## src/core/dps_defines.svh

```systemverilog
`ifndef DPS_DEFINES_SVH
`define DPS_DEFINES_SVH

// sample word width
`define DPS_WORD_W 14
// all-ones code, full scale on the true output
`define DPS_FULL_SCALE 14'h3fff
// zero code
`define DPS_ZERO_CODE 14'h0000
// reset value of the captured word
`define DPS_WORD_RST 14'h0000
// update rate limit in samples per microsecond, kept as a figure
`define DPS_MAX_RATE_MSPS 125
// sample word bit that carries the weight of the code's top bit
`define DPS_MSB 13
// reset level of the power-down synchroniser stages
`define DPS_PIN_RST 1'h0

`endif

```

## src/core/dps_pkg.sv

```systemverilog
package dps_pkg;
    // power state of the converter output
    typedef enum logic [1:0] {
        DPS_ACTIVE = 2'h1,
        DPS_STANDBY = 2'h2
    } dps_pwr_t;
endpackage : dps_pkg

```

## src/core/dps_word_if.sv

```systemverilog
`timescale 1ns/100ps
`include "dps_defines.svh"
interface dps_word_if;
    logic [`DPS_WORD_W-1:0] word;
    logic enable;
    modport src (output word, output enable);
    modport dst (input word, input enable);
endinterface : dps_word_if

```

## src/core/dps_split.sv

```systemverilog
`timescale 1ns/100ps
`include "dps_defines.svh"
module dps_split (
    // registered word and power state
    dps_word_if.dst word_port,
    // clock and reset
    input wire logic mclk_in,
    input wire logic rst_n_in,
    // code weights for the two current outputs
    output logic [`DPS_WORD_W-1:0] true_current_output_out,
    output logic [`DPS_WORD_W-1:0] complement_current_output_out
);
    logic [`DPS_WORD_W-1:0] true_reg, true_next;
    logic [`DPS_WORD_W-1:0] comp_reg, comp_next;

    // split full scale between outputs, zero both in standby
    always_comb begin
        if (word_port.enable) begin
            true_next = word_port.word;
            comp_next = `DPS_FULL_SCALE - word_port.word;
        end else begin
            true_next = `DPS_ZERO_CODE;
            comp_next = `DPS_ZERO_CODE;
        end
    end

    // output register
    always_ff @(posedge mclk_in or negedge rst_n_in) begin
        if (!rst_n_in) begin
            true_reg <= `DPS_ZERO_CODE;
            comp_reg <= `DPS_ZERO_CODE;
        end else begin
            true_reg <= true_next;
            comp_reg <= comp_next;
        end
    end

    assign true_current_output_out = true_reg;
    assign complement_current_output_out = comp_reg;
endmodule : dps_split

```

## src/core/dps_top.sv

```systemverilog
// Operation
// - 14-bit unsigned straight binary, top bit MSB
// - all ones gives full scale on true output
// - capture word on rising clock edge
// - power-down pulled inactive when left open
// - power-down high stops current, enters standby
`timescale 1ns/100ps
`include "dps_defines.svh"
module dps_top (
    // clock and reset
    input wire logic mclk_in,
    input wire logic rst_n_in,
    // sample word from the source, same clock domain
    input wire logic [`DPS_WORD_W-1:0] sample_word_bits_in,
    // power-down pin, asynchronous to the clock
    input wire logic power_down_in,
    input wire logic power_down_driven_in,
    // converter drive
    output logic [`DPS_WORD_W-1:0] true_current_output_out,
    output logic [`DPS_WORD_W-1:0] complement_current_output_out,
    output logic standby_out
);
    ////////////////////////////////////////////////////////////////
    logic [`DPS_WORD_W-1:0] word_reg, word_next;
    logic pd_meta_reg, pd_meta_next;
    logic pd_sync_reg, pd_sync_next;
    logic drv_meta_reg, drv_meta_next;
    logic drv_sync_reg, drv_sync_next;
    dps_pkg::dps_pwr_t pwr_reg, pwr_next;
    logic pd_pin;
    dps_word_if word_bus ();

    // undriven pin reads low, as the internal pull-down holds it
    assign pd_pin = drv_sync_reg & pd_sync_reg;

    ////////////////////////////////////////////////////////////////
    // capture stage, data held until the next rising edge
    always_comb begin
        word_next = sample_word_bits_in;
    end

    always_ff @(posedge mclk_in or negedge rst_n_in) begin
        if (!rst_n_in) begin
            word_reg <= `DPS_WORD_RST;
        end else begin
            word_reg <= word_next;
        end
    end

    ////////////////////////////////////////////////////////////////
    // two-stage synchronisers for the power-down pin and its drive flag
    always_comb begin
        pd_meta_next = power_down_in;
        pd_sync_next = pd_meta_reg;
        drv_meta_next = power_down_driven_in;
        drv_sync_next = drv_meta_reg;
    end

    always_ff @(posedge mclk_in or negedge rst_n_in) begin
        if (!rst_n_in) begin
            pd_meta_reg <= `DPS_PIN_RST;
            pd_sync_reg <= `DPS_PIN_RST;
            drv_meta_reg <= `DPS_PIN_RST;
            drv_sync_reg <= `DPS_PIN_RST;
        end else begin
            pd_meta_reg <= pd_meta_next;
            pd_sync_reg <= pd_sync_next;
            drv_meta_reg <= drv_meta_next;
            drv_sync_reg <= drv_sync_next;
        end
    end

    ////////////////////////////////////////////////////////////////
    // power state machine
    always_comb begin
        pwr_next = pwr_reg;
        unique case (pwr_reg)
            dps_pkg::DPS_ACTIVE: begin
                if (pd_pin) begin
                    pwr_next = dps_pkg::DPS_STANDBY;
                end
            end
            dps_pkg::DPS_STANDBY: begin
                if (!pd_pin) begin
                    pwr_next = dps_pkg::DPS_ACTIVE;
                end
            end
            default: begin
                pwr_next = dps_pkg::DPS_ACTIVE;
            end
        endcase
    end

    always_ff @(posedge mclk_in or negedge rst_n_in) begin
        if (!rst_n_in) begin
            pwr_reg <= dps_pkg::DPS_ACTIVE;
        end else begin
            pwr_reg <= pwr_next;
        end
    end

    ////////////////////////////////////////////////////////////////
    // hand the held word to the output stage
    assign word_bus.word = word_reg;
    assign word_bus.enable = (pwr_reg == dps_pkg::DPS_ACTIVE);
    assign standby_out = (pwr_reg == dps_pkg::DPS_STANDBY);

    dps_split dps_split_i (
        .word_port(word_bus.dst),
        .mclk_in(mclk_in),
        .rst_n_in(rst_n_in),
        .true_current_output_out(true_current_output_out),
        .complement_current_output_out(complement_current_output_out)
    );
endmodule : dps_top

```

## config.mk

```make
export PLATFORM = sky130hd
export DESIGN_NAME = dps_top
export DESIGN_NICKNAME = d
export VERILOG_FILES = /design/src/core/dps_pkg.sv /design/src/core/dps_word_if.sv /design/src/core/dps_split.sv /design/src/core/dps_top.sv
export VERILOG_INCLUDE_DIRS = /design/src /design/src/core
export SDC_FILE = /design/constraint.sdc
export NUM_CORES = 1
export LEC_CHECK = 0
export ABC_AREA = 1
export CORE_ASPECT_RATIO = 0.9
export CORE_UTILIZATION = 45
export DETAILED_ROUTE_END_ITERATION = 6
export DONT_BUFFER_PORTS = 1
export PLACE_DENSITY_LB_ADDON = 0.3
export SETUP_SLACK_MARGIN = 0.3
export SLEW_MARGIN = 20
export SYNTH_ARGS = -nofsm -noshare
export SYNTH_HDL_FRONTEND = slang
export SYNTH_HIERARCHICAL = 1
export SYNTH_SLANG_ARGS = --single-unit
```

## constraint.sdc

```tcl
create_clock -name mclk_in -period 1.5 [get_ports mclk_in]
set_input_delay 0.15 -clock mclk_in [delete_from_list [all_inputs] [get_ports mclk_in]]
set_output_delay 0.15 -clock mclk_in [all_outputs]
set_load 0.005 [all_outputs]
```

* Yosys cells after proc, flatten, opt, wreduce, memory -nomap -nowiden
Index checks and enable logic that the tools add are counted.
** Word-level totals
- Register bits after elaboration :: 48
- Word-level logic and storage cells :: 20
- Bits of input ports :: 18
** Operators by class
- Eq/ne operators :: 4
- Bitwise operators :: 1
- Multiplexer cells :: 5
- Reductions and logical operators :: 1
- $add $sub $neg :: 1
** Operator list (count)
- 2-to-1 mux 14 bit :: 2
- subtractor 14 bit (first input constant) :: 1
- 2-to-1 mux 2 bit :: 2
- != test 2 bit (second input constant) :: 2
- case mux 2 bit (2 select lines) :: 1
- equality test 2 x 1 -> 1 bit (second input constant) :: 1
- equality test 2 bit (second input constant) :: 1
- AND reduction 2 bit :: 1
- AND 1 bit :: 1

* Logic depth before layout (Yosys ltp)
Gate-level depths: netlist of the first run.
- Depth after elaboration :: 3
- Depth in mapped cells :: 6
- Gate-level depth less buffers :: 5

* Modules after synthesis
Netlist of the first run, hierarchy kept.
** Modules (own cells, without submodules)
- dps_split :: instances 1, area each 905.9 um2, cells each 73, sequential area each 700.7 um2
- dps_top :: instances 1, area each 555.5 um2, cells each 33, sequential area each 501.7 um2

* Worst setup path before layout of the first run
OpenSTA, ideal clock, no wires.
- Path kind :: register -> register
- Start :: register pwr_reg[0]
- End :: register dps_split_i.comp_reg[10] (netlist: dps_split_i/complement_current_output_out[10])
- Required time :: 1.431 ns
- Stages on the path, launching flop included :: 6
- Period minus slack after synthesis :: 1.049 ns
- Setup time :: 0.069 ns
- Path slack :: 0.451 ns
- Data arrival time :: 0.981 ns
- Path buffers :: 1
- Cell sequence :: dfstp_2 nand2_1 inv_1 inv_2 buf_6 nor2_2
** Between the ends
- Word-level cells in the longest chain between the ends :: 2
** Ends and longest elaborated chain
- from (decl) :: RTL line dps_top.sv:29 : dps_pkg::dps_pwr_t pwr_reg, pwr_next;
- from (signal assigned) :: RTL line dps_top.sv:96 : pwr_reg <= dps_pkg::DPS_ACTIVE;
- from (signal assigned) :: RTL line dps_top.sv:98 : pwr_reg <= pwr_next;
- equality test 2 x 1 -> 1 bit :: RTL line dps_top.sv:105 : assign word_bus.enable = (pwr_reg == dps_pkg::DPS_ACTIVE);
- 2-to-1 mux 14 bit :: RTL line dps_split.sv:18 : if (word_port.enable) begin
- via dps_split_i.comp_next[10] :: RTL line dps_split.sv:14 : logic [`DPS_WORD_W-1:0] comp_reg, comp_next;
- to (signal assigned) :: RTL line dps_split.sv:31 : comp_reg <= `DPS_ZERO_CODE;
- to (signal assigned) :: RTL line dps_split.sv:34 : comp_reg <= comp_next;
- to (decl) :: RTL line dps_split.sv:14
The timed path passes the listed nets, and every way through them passes these cells.
A chain may end at the register's enable or synchronous reset.

* Worst setup path after layout of the first run
- Start :: register pwr_reg[0]
- End :: output standby_out
** Between the ends
- Word-level cells in the longest chain between the ends :: 1
** Ends and longest elaborated chain
- equality test 2 bit :: RTL line dps_top.sv:106 : assign standby_out = (pwr_reg == dps_pkg::DPS_STANDBY);
- to (decl) :: RTL line dps_top.sv:21 : output logic standby_out
Every way passes these cells.

==> results.md, run 1 <==
- Status: finished with violations
- Failing checks: negative hold slack
- Largest net degree at the start of global routing: 49
- Fmax: 837 MHz
- Number of fill cells: 255
- Skew final: 0.00557 ns
- Post-synth EDFFs: 0
- Num rows: 19
- Half-perimeter wire length after detailed placement: 1.37 mm
- Worst-path fanout max: 3
- Top FF cell, synth: dfrtp_1
- Avg Vias per Cell: 4.30
- Die X: 62.1 um
- Worst min path class: in2async
- CTS tree: done
- Setup ws final: 0.305 ns
- RSZ-0062 raised after global routing: yes
- Lkg Pwr: 0.913 nW
- Die area: 3480 sq um
- Syn nets: 124
- Routability cong.: 0.661
- Area delta synth->final: 19.2%
- Longest Clk Path Bufs: 2
- Worst path cell trace: inv_2 -> nand2_2 -> inv_2
- Gate Count Post-Synth: 106
- Clock share of power: 27.1%
- Setup TNS: 0 ns
- Finish-stage setup viols: 0
- Critical Path Most Common Cell: inv_2
- Global Route Usage Sum: 14.9%
- Data required time of the worst path: 1.35 ns
- Post-Place Setup Slack: 0.244 ns
- Clock-pin slew on the worst setup and hold paths: 0.12 ns
- Layout cells sized above 1: 19.1%
- 1st-pass router iterations: 4
- Ant diodes: 0
- Comb pwr share: 6.0%
- FFs w/ async S/R, synth: 100%
- Port bufs: 0
- Final cell count without fillers: 173
- Vias in the first global route: 746
- CP peak stage delay: 0.56 ns
- First-pass GRT wire length: 3.44 mm
- WP buf/inv: 2
- Initial Utilization: 47.7%
- # IOs: 47
- Worst-skew pair later-pin latency: 0.34 ns
- Grt ovf: 0
- Relative slew slack: 86.7%
- Power density cells: 1240 nW/um^2
- Drt first-iter violations: 30
- Clk sinks: 48
- Total core area: 3070 sq um
- Most common cell in the netlist: dfrtp_1
- Yosys top cell by area: dfrtp_1
- DR vias: 744
- Fin nets: 148
- Post-Place Cells: 147
- Area share of the largest cell type after synthesis: 80.5%
- H-Tree Depth: 2
- Number of routed nets with antenna violations: 0
- Final min period: 1.20 ns
- CTS root buf: clkbuf_4
- Worst vdd ir: 0.000625 V
- Final hold vios: 48
- Cts hold-fix bufs: 16
- Int Power: 0.00168 W
- CP top delay family: flip-flops
- Worst setup EP type: primary output
- Initial antenna violation count: 0
- Worst setup path class: reg2out
- Number of max-slew violations in the final report: 0
- Final WL: 2.10 mm
- Average size of a mapped cell: 13.8 sq um
- Area post-placement: 1500 sq um
- Min Hold Slack: -0.517 ns
- Cell Area, Synth: 1460 sq um
- Measured slew at the worst slew-check pin: 0.199 ns
- Worst endpoint data arrival time: 1.05 ns
- Psw: 0.000472 W
- Post-synthesis cell type count: 10
- Seq pwr share: 66.9%
- Die Span Y: 56.1 um
- Area contributors post-synth: dfrtp_1 (80%), nand2_1 (5.1%), inv_1 (4.9%)
- Finished Cell Area: 1740 sq um
- Synth cell count leaders: dfrtp_1 (47), nand2_1 (20), inv_1 (19)
- Drc violations: 0
- Sequential-to-total area share from yosys stat: 82.3%
- Period utilization: 79.7%
- YS warnings: 6
- Startpoint Class: register
- Switching share of power: 21.9%
- TritonCTS buffer count: 5
- Post-synthesis register bit count: 48
- Post-DR wirelength/cell: 12.1 um
- Number of max-cap violations: 0
- CP max stage cell: dfstp_2
## worst reg2reg max path: cells and delay by family (launching register included)
kind                   cells  cell delay [ns]
buffers and inverters      3             0.40
DFF                        1             0.56
and+or+nand+nor            2             0.13
## metrics by stage
stage / util (%) / power (W)
2_1_floorplan: - / 0.00153
6_report: 56.8 / 0.00215
4_1_cts: 56.5 / 0.00217
5_1_grt: 56.8 / 0.00228
3_5_place_dp: 49.0 / 0.00156
3_3_place_gp: 49.0 / 0.00155
## cell type report
| cell class | instances | area [sq um] | area share [%] |
|---|---|---|---|
| sequential | 48 | 1200 | 69.0 |
| clock buffer | 8 | 58.8 | 3.38 |
| multi-input combinational | 36 | 168 | 9.63 |
| inverter | 20 | 77.6 | 4.45 |
| timing repair buffer | 19 | 183 | 10.5 |
| tap | 42 | 52.6 | 3.02 |
## layer usage
layer | GRT usage [%] | vias up | share of wire (%)
met5 | 0 | - | 0
met4 | 6.35 | 0 | 1.0
met3 | 8.37 | 4 | 7.8
met2 | 22.6 | 32 | 53
met1 | 16.7 | 358 | 38
li1 | - | 350 | -
## repair_timing
| item | CTS | global route |
|---|---|---|
| buffers inserted | 1 | 1 |
| gates cloned | 0 | 0 |
| resized for setup | 4 | 2 |
| endpoints found under the hold margin | 64 | 48 |
| pin swaps | 0 | 0 |
| setup endpoints to repair | 22 | 14 |
## path summary, 6_finish.rpt
check	end	startpoint	slack (ns)	cells after the start
setup / recovery	standby_out	pwr_reg[0]	0.30	3
hold / removal	dps_split_i/true_current_output_out[13]	rst_n_in	-0.52	0
setup reg to reg	dps_split_i/true_current_output_out[7]	pwr_reg[0]	0.36	5
hold reg to reg	pd_sync_reg	pd_meta_reg	0.36	0
max in group asynchronous	pwr_reg[0]	rst_n_in	1.83	0
min in group mclk_in	word_bus.word[13]	sample_word_bits_in[13]	0.35	1
## power groups by stage
stage	Clock [W]	Sequential [W]	Combinational, W
floorplan	0	0.00145	0.0000793
global placement	0	0.00147	0.0000874
detailed placement	0	0.00147	0.0000899
CTS	0.000603	0.00144	0.000127
global route	0.000677	0.00145	0.000150
finish	0.000583	0.00144	0.000130
## logic make-up after synthesis
family	Yosys count	share of synthesized area, %
buf+inv	22	6.42
flops	48	82.3
simple gates	36	11.3
## cells in the final DEF, fill, tap and decap left out, drive strengths merged
| cell | netlist | routed |
|---|---|---|
| nand2 | 20 | 20 |
| clkbuf | 0 | 8 |
| dfstp | 1 | 1 |
| dfrtp | 47 | 47 |
| buf | 2 | 3 |
| inv | 20 | 20 |
| dlygate4sd3 | 0 | 16 |
| nand4 | 2 | 2 |
| nor2 | 14 | 14 |
Power figures use the tool's default switching activity.
==> run 2, diff against run 1 <==
==> constraint.sdc (replaced) <==
create_clock -name mclk_in -period 1.2 [get_ports mclk_in]
set_input_delay 0.12 -clock mclk_in [delete_from_list [all_inputs] [get_ports mclk_in]]
set_output_delay 0.12 -clock mclk_in [all_outputs]
set_load 0.005 [all_outputs]
==> run 2 against run 1 <==
Compared with the run above:
- the run still ends with negative hold slack left
- power grew 31%
- global-route usage grew 1.9 points
- clock power grew 28%
- largest cell class unchanged
- flip-flop and latch count is the same
- critical path type is now reg2reg
==> results.md, run 2 (synthesized netlist as in run 1, its figures left out) <==
- Routability cong.: 0.648
- Period utilization: 98.2%
- Relative slew slack: 90.3%
- Longest Clk Path Bufs: 2
- Final hold vios: 48
- Multi-input logic area: 200 sq um
- H-Tree Depth: 2
- Half-perimeter wire length after detailed placement: 1.34 mm
- TritonCTS buffer count: 5
- Worst setup path class: reg2reg
- Post-DR wirelength/cell: 13.2 um
- Drc violations: 0
- Critical Path Most Common Cell: buf_4
- Setup TNS: 0 ns
- Worst-path fanout max: 2
- RSZ-0062 raised after global routing: yes
- Total core area: 3070 sq um
- Finish-stage setup viols: 0
- Number of max-slew violations in the final report: 0
- Die X: 62.1 um
- Ant diodes: 0
- Initial Utilization: 47.7%
- Cts hold-fix bufs: 16
- Num rows: 19
- CP max stage cell: dfstp_2
- Fin util: 62.3%
- Post-Place Setup Slack: 0.158 ns
- # IOs: 47
- Worst path cell trace: inv_2 -> nand2_2 -> buf_4 -> buf_4 -> buf_4 -> buf_4 -> nand2_1 -> nand2_1
- Commonest non-fill, non-tap cells in the layout: dfrtp_1 (47), nand2_1 (18), dlygate4sd3_1 (16), inv_1 (15), nor2_2 (11)
- Fin nets: 157
- Min Hold Slack: -0.564 ns
- Status: finished with violations
- Worst endpoint data arrival time: 1.48 ns
- Commonest non-fill, non-tap cell in the layout: dfrtp_1
- CP top delay family: flip-flops
- Setup ws final: 0.0218 ns
- Fmax: 849 MHz
- Port bufs: 0
- Initial antenna violation count: 0
- DR vias: 841
- Die area: 3480 sq um
- Worst min path class: in2async
- 1st-pass router iterations: 5
- CP peak stage delay: 0.56 ns
- CTS root buf: clkbuf_4
- Number of max-cap violations: 0
- Worst setup EP type: register
- Final cell count without fillers: 182
- Measured slew at the worst slew-check pin: 0.145 ns
- Area delta synth->final: 30.7%
- Clk sinks: 48
- Final min period: 1.18 ns
- Lkg Pwr: 0.987 nW
- Startpoint Class: register
- Skew final: 0.00721 ns
- Finished Cell Area: 1910 sq um
- Avg Vias per Cell: 4.62
- Clock-pin slew on the worst setup and hold paths: 0.13 ns
- WP buf/inv: 5
- Drt first-iter violations: 54
- Number of fill cells: 230
- Final WL: 2.40 mm
- CTS tree: done
- Global Route Usage Sum: 16.7%
- Failing checks: negative hold slack
- Power density cells: 1480 nW/um^2
- Largest net degree at the start of global routing: 49
- Layout cells sized above 1: 30.0%
- Die Span Y: 56.1 um
- Worst-skew pair later-pin latency: 0.36 ns
- Register area: 1200 sq um
- Area post-placement: 1520 sq um
- First-pass GRT wire length: 3.84 mm
- Post-Place Cells: 147
- Grt ovf: 0
- Worst vdd ir: 0.000901 V
- Vias in the first global route: 867
- Data required time of the worst path: 1.51 ns
- Number of routed nets with antenna violations: 0
run 2: cell types whose count changed in the layout (fill, tap and decap cells not counted), sizes merged:
| cell | before | now |
|---|---|---|
| buf | 3 | 11 |
| clkbuf | 8 | 6 |
| clkinv | 0 | 3 |
run 2: stage by stage:
step | total power (W) | hold slack [ns]
after floorplan | 0.00192 | -0.176
after global placement | 0.00195 | -0.175
after detailed placement | 0.00196 | -0.175
after CTS | 0.00284 | -0.581
after global routing | 0.00295 | -0.592
final | 0.00282 | -0.564
run 2: layout make-up:
| type | instances | area share [%] |
|---|---|---|
| repair buffers | 27 | 15.3 |
| flip-flops and latches | 48 | 63.0 |
| clock buffers | 6 | 2.69 |
| well taps | 42 | 2.75 |
| inverters | 20 | 4.98 |
| repair inverters | 1 | 0.328 |
| multi-input cells | 36 | 10.5 |
| clock inverters | 2 | 0.524 |
run 2: worst paths after layout:
| kind | start | end | slack [ns] | depth (start not counted) |
|---|---|---|---|---|
| setup / recovery | pwr_reg[0] | pwr_reg[0] | 0.02 | 8 |
| hold / removal | rst_n_in | word_bus.word[2] | -0.56 | 0 |
| setup reg to reg | pwr_reg[0] | pwr_reg[0] | 0.02 | 8 |
| hold reg to reg | drv_meta_reg | drv_sync_reg | 0.36 | 0 |
| max in group asynchronous | rst_n_in | pwr_reg[0] | 1.58 | 0 |
| min in group mclk_in | sample_word_bits_in[8] | word_bus.word[8] | 0.30 | 1 |
run 2: worst register-to-register path, cell delays in order (launching register included):
cell,delay [ns]
dfstp_2,0.56
inv_2,0.04
nand2_2,0.06
buf_4,0.10
buf_4,0.09
buf_4,0.09
buf_4,0.08
nand2_1,0.05
nand2_1,0.06
run 2: layer usage:
metal  vias to the layer above  global-route usage [%]  wire length, um
met5                         -                       0                0
met4                         0                    13.0               89
met3                        11                    6.51              149
met2                        38                    25.1             1280
met1                       420                    18.3              873
li1                        372                       -                -
run 2: repair_timing:
action                     4_1_cts  5_1_grt
setup buffers                    7        2
setup endpoints to repair       38       59
hold endpoints to repair        64       48
resized for setup               12        9
pin swaps                        0        1
gates cloned                     2        0
run 2: where the power goes:
part	internal (W)	switching [W]	leakage (nW)
sequential	0.00174	0.0000688	0.582
clock	0.000279	0.000466	0.0380
combinational	0.000143	0.000124	0.367
total	0.00216	0.000659	0.987
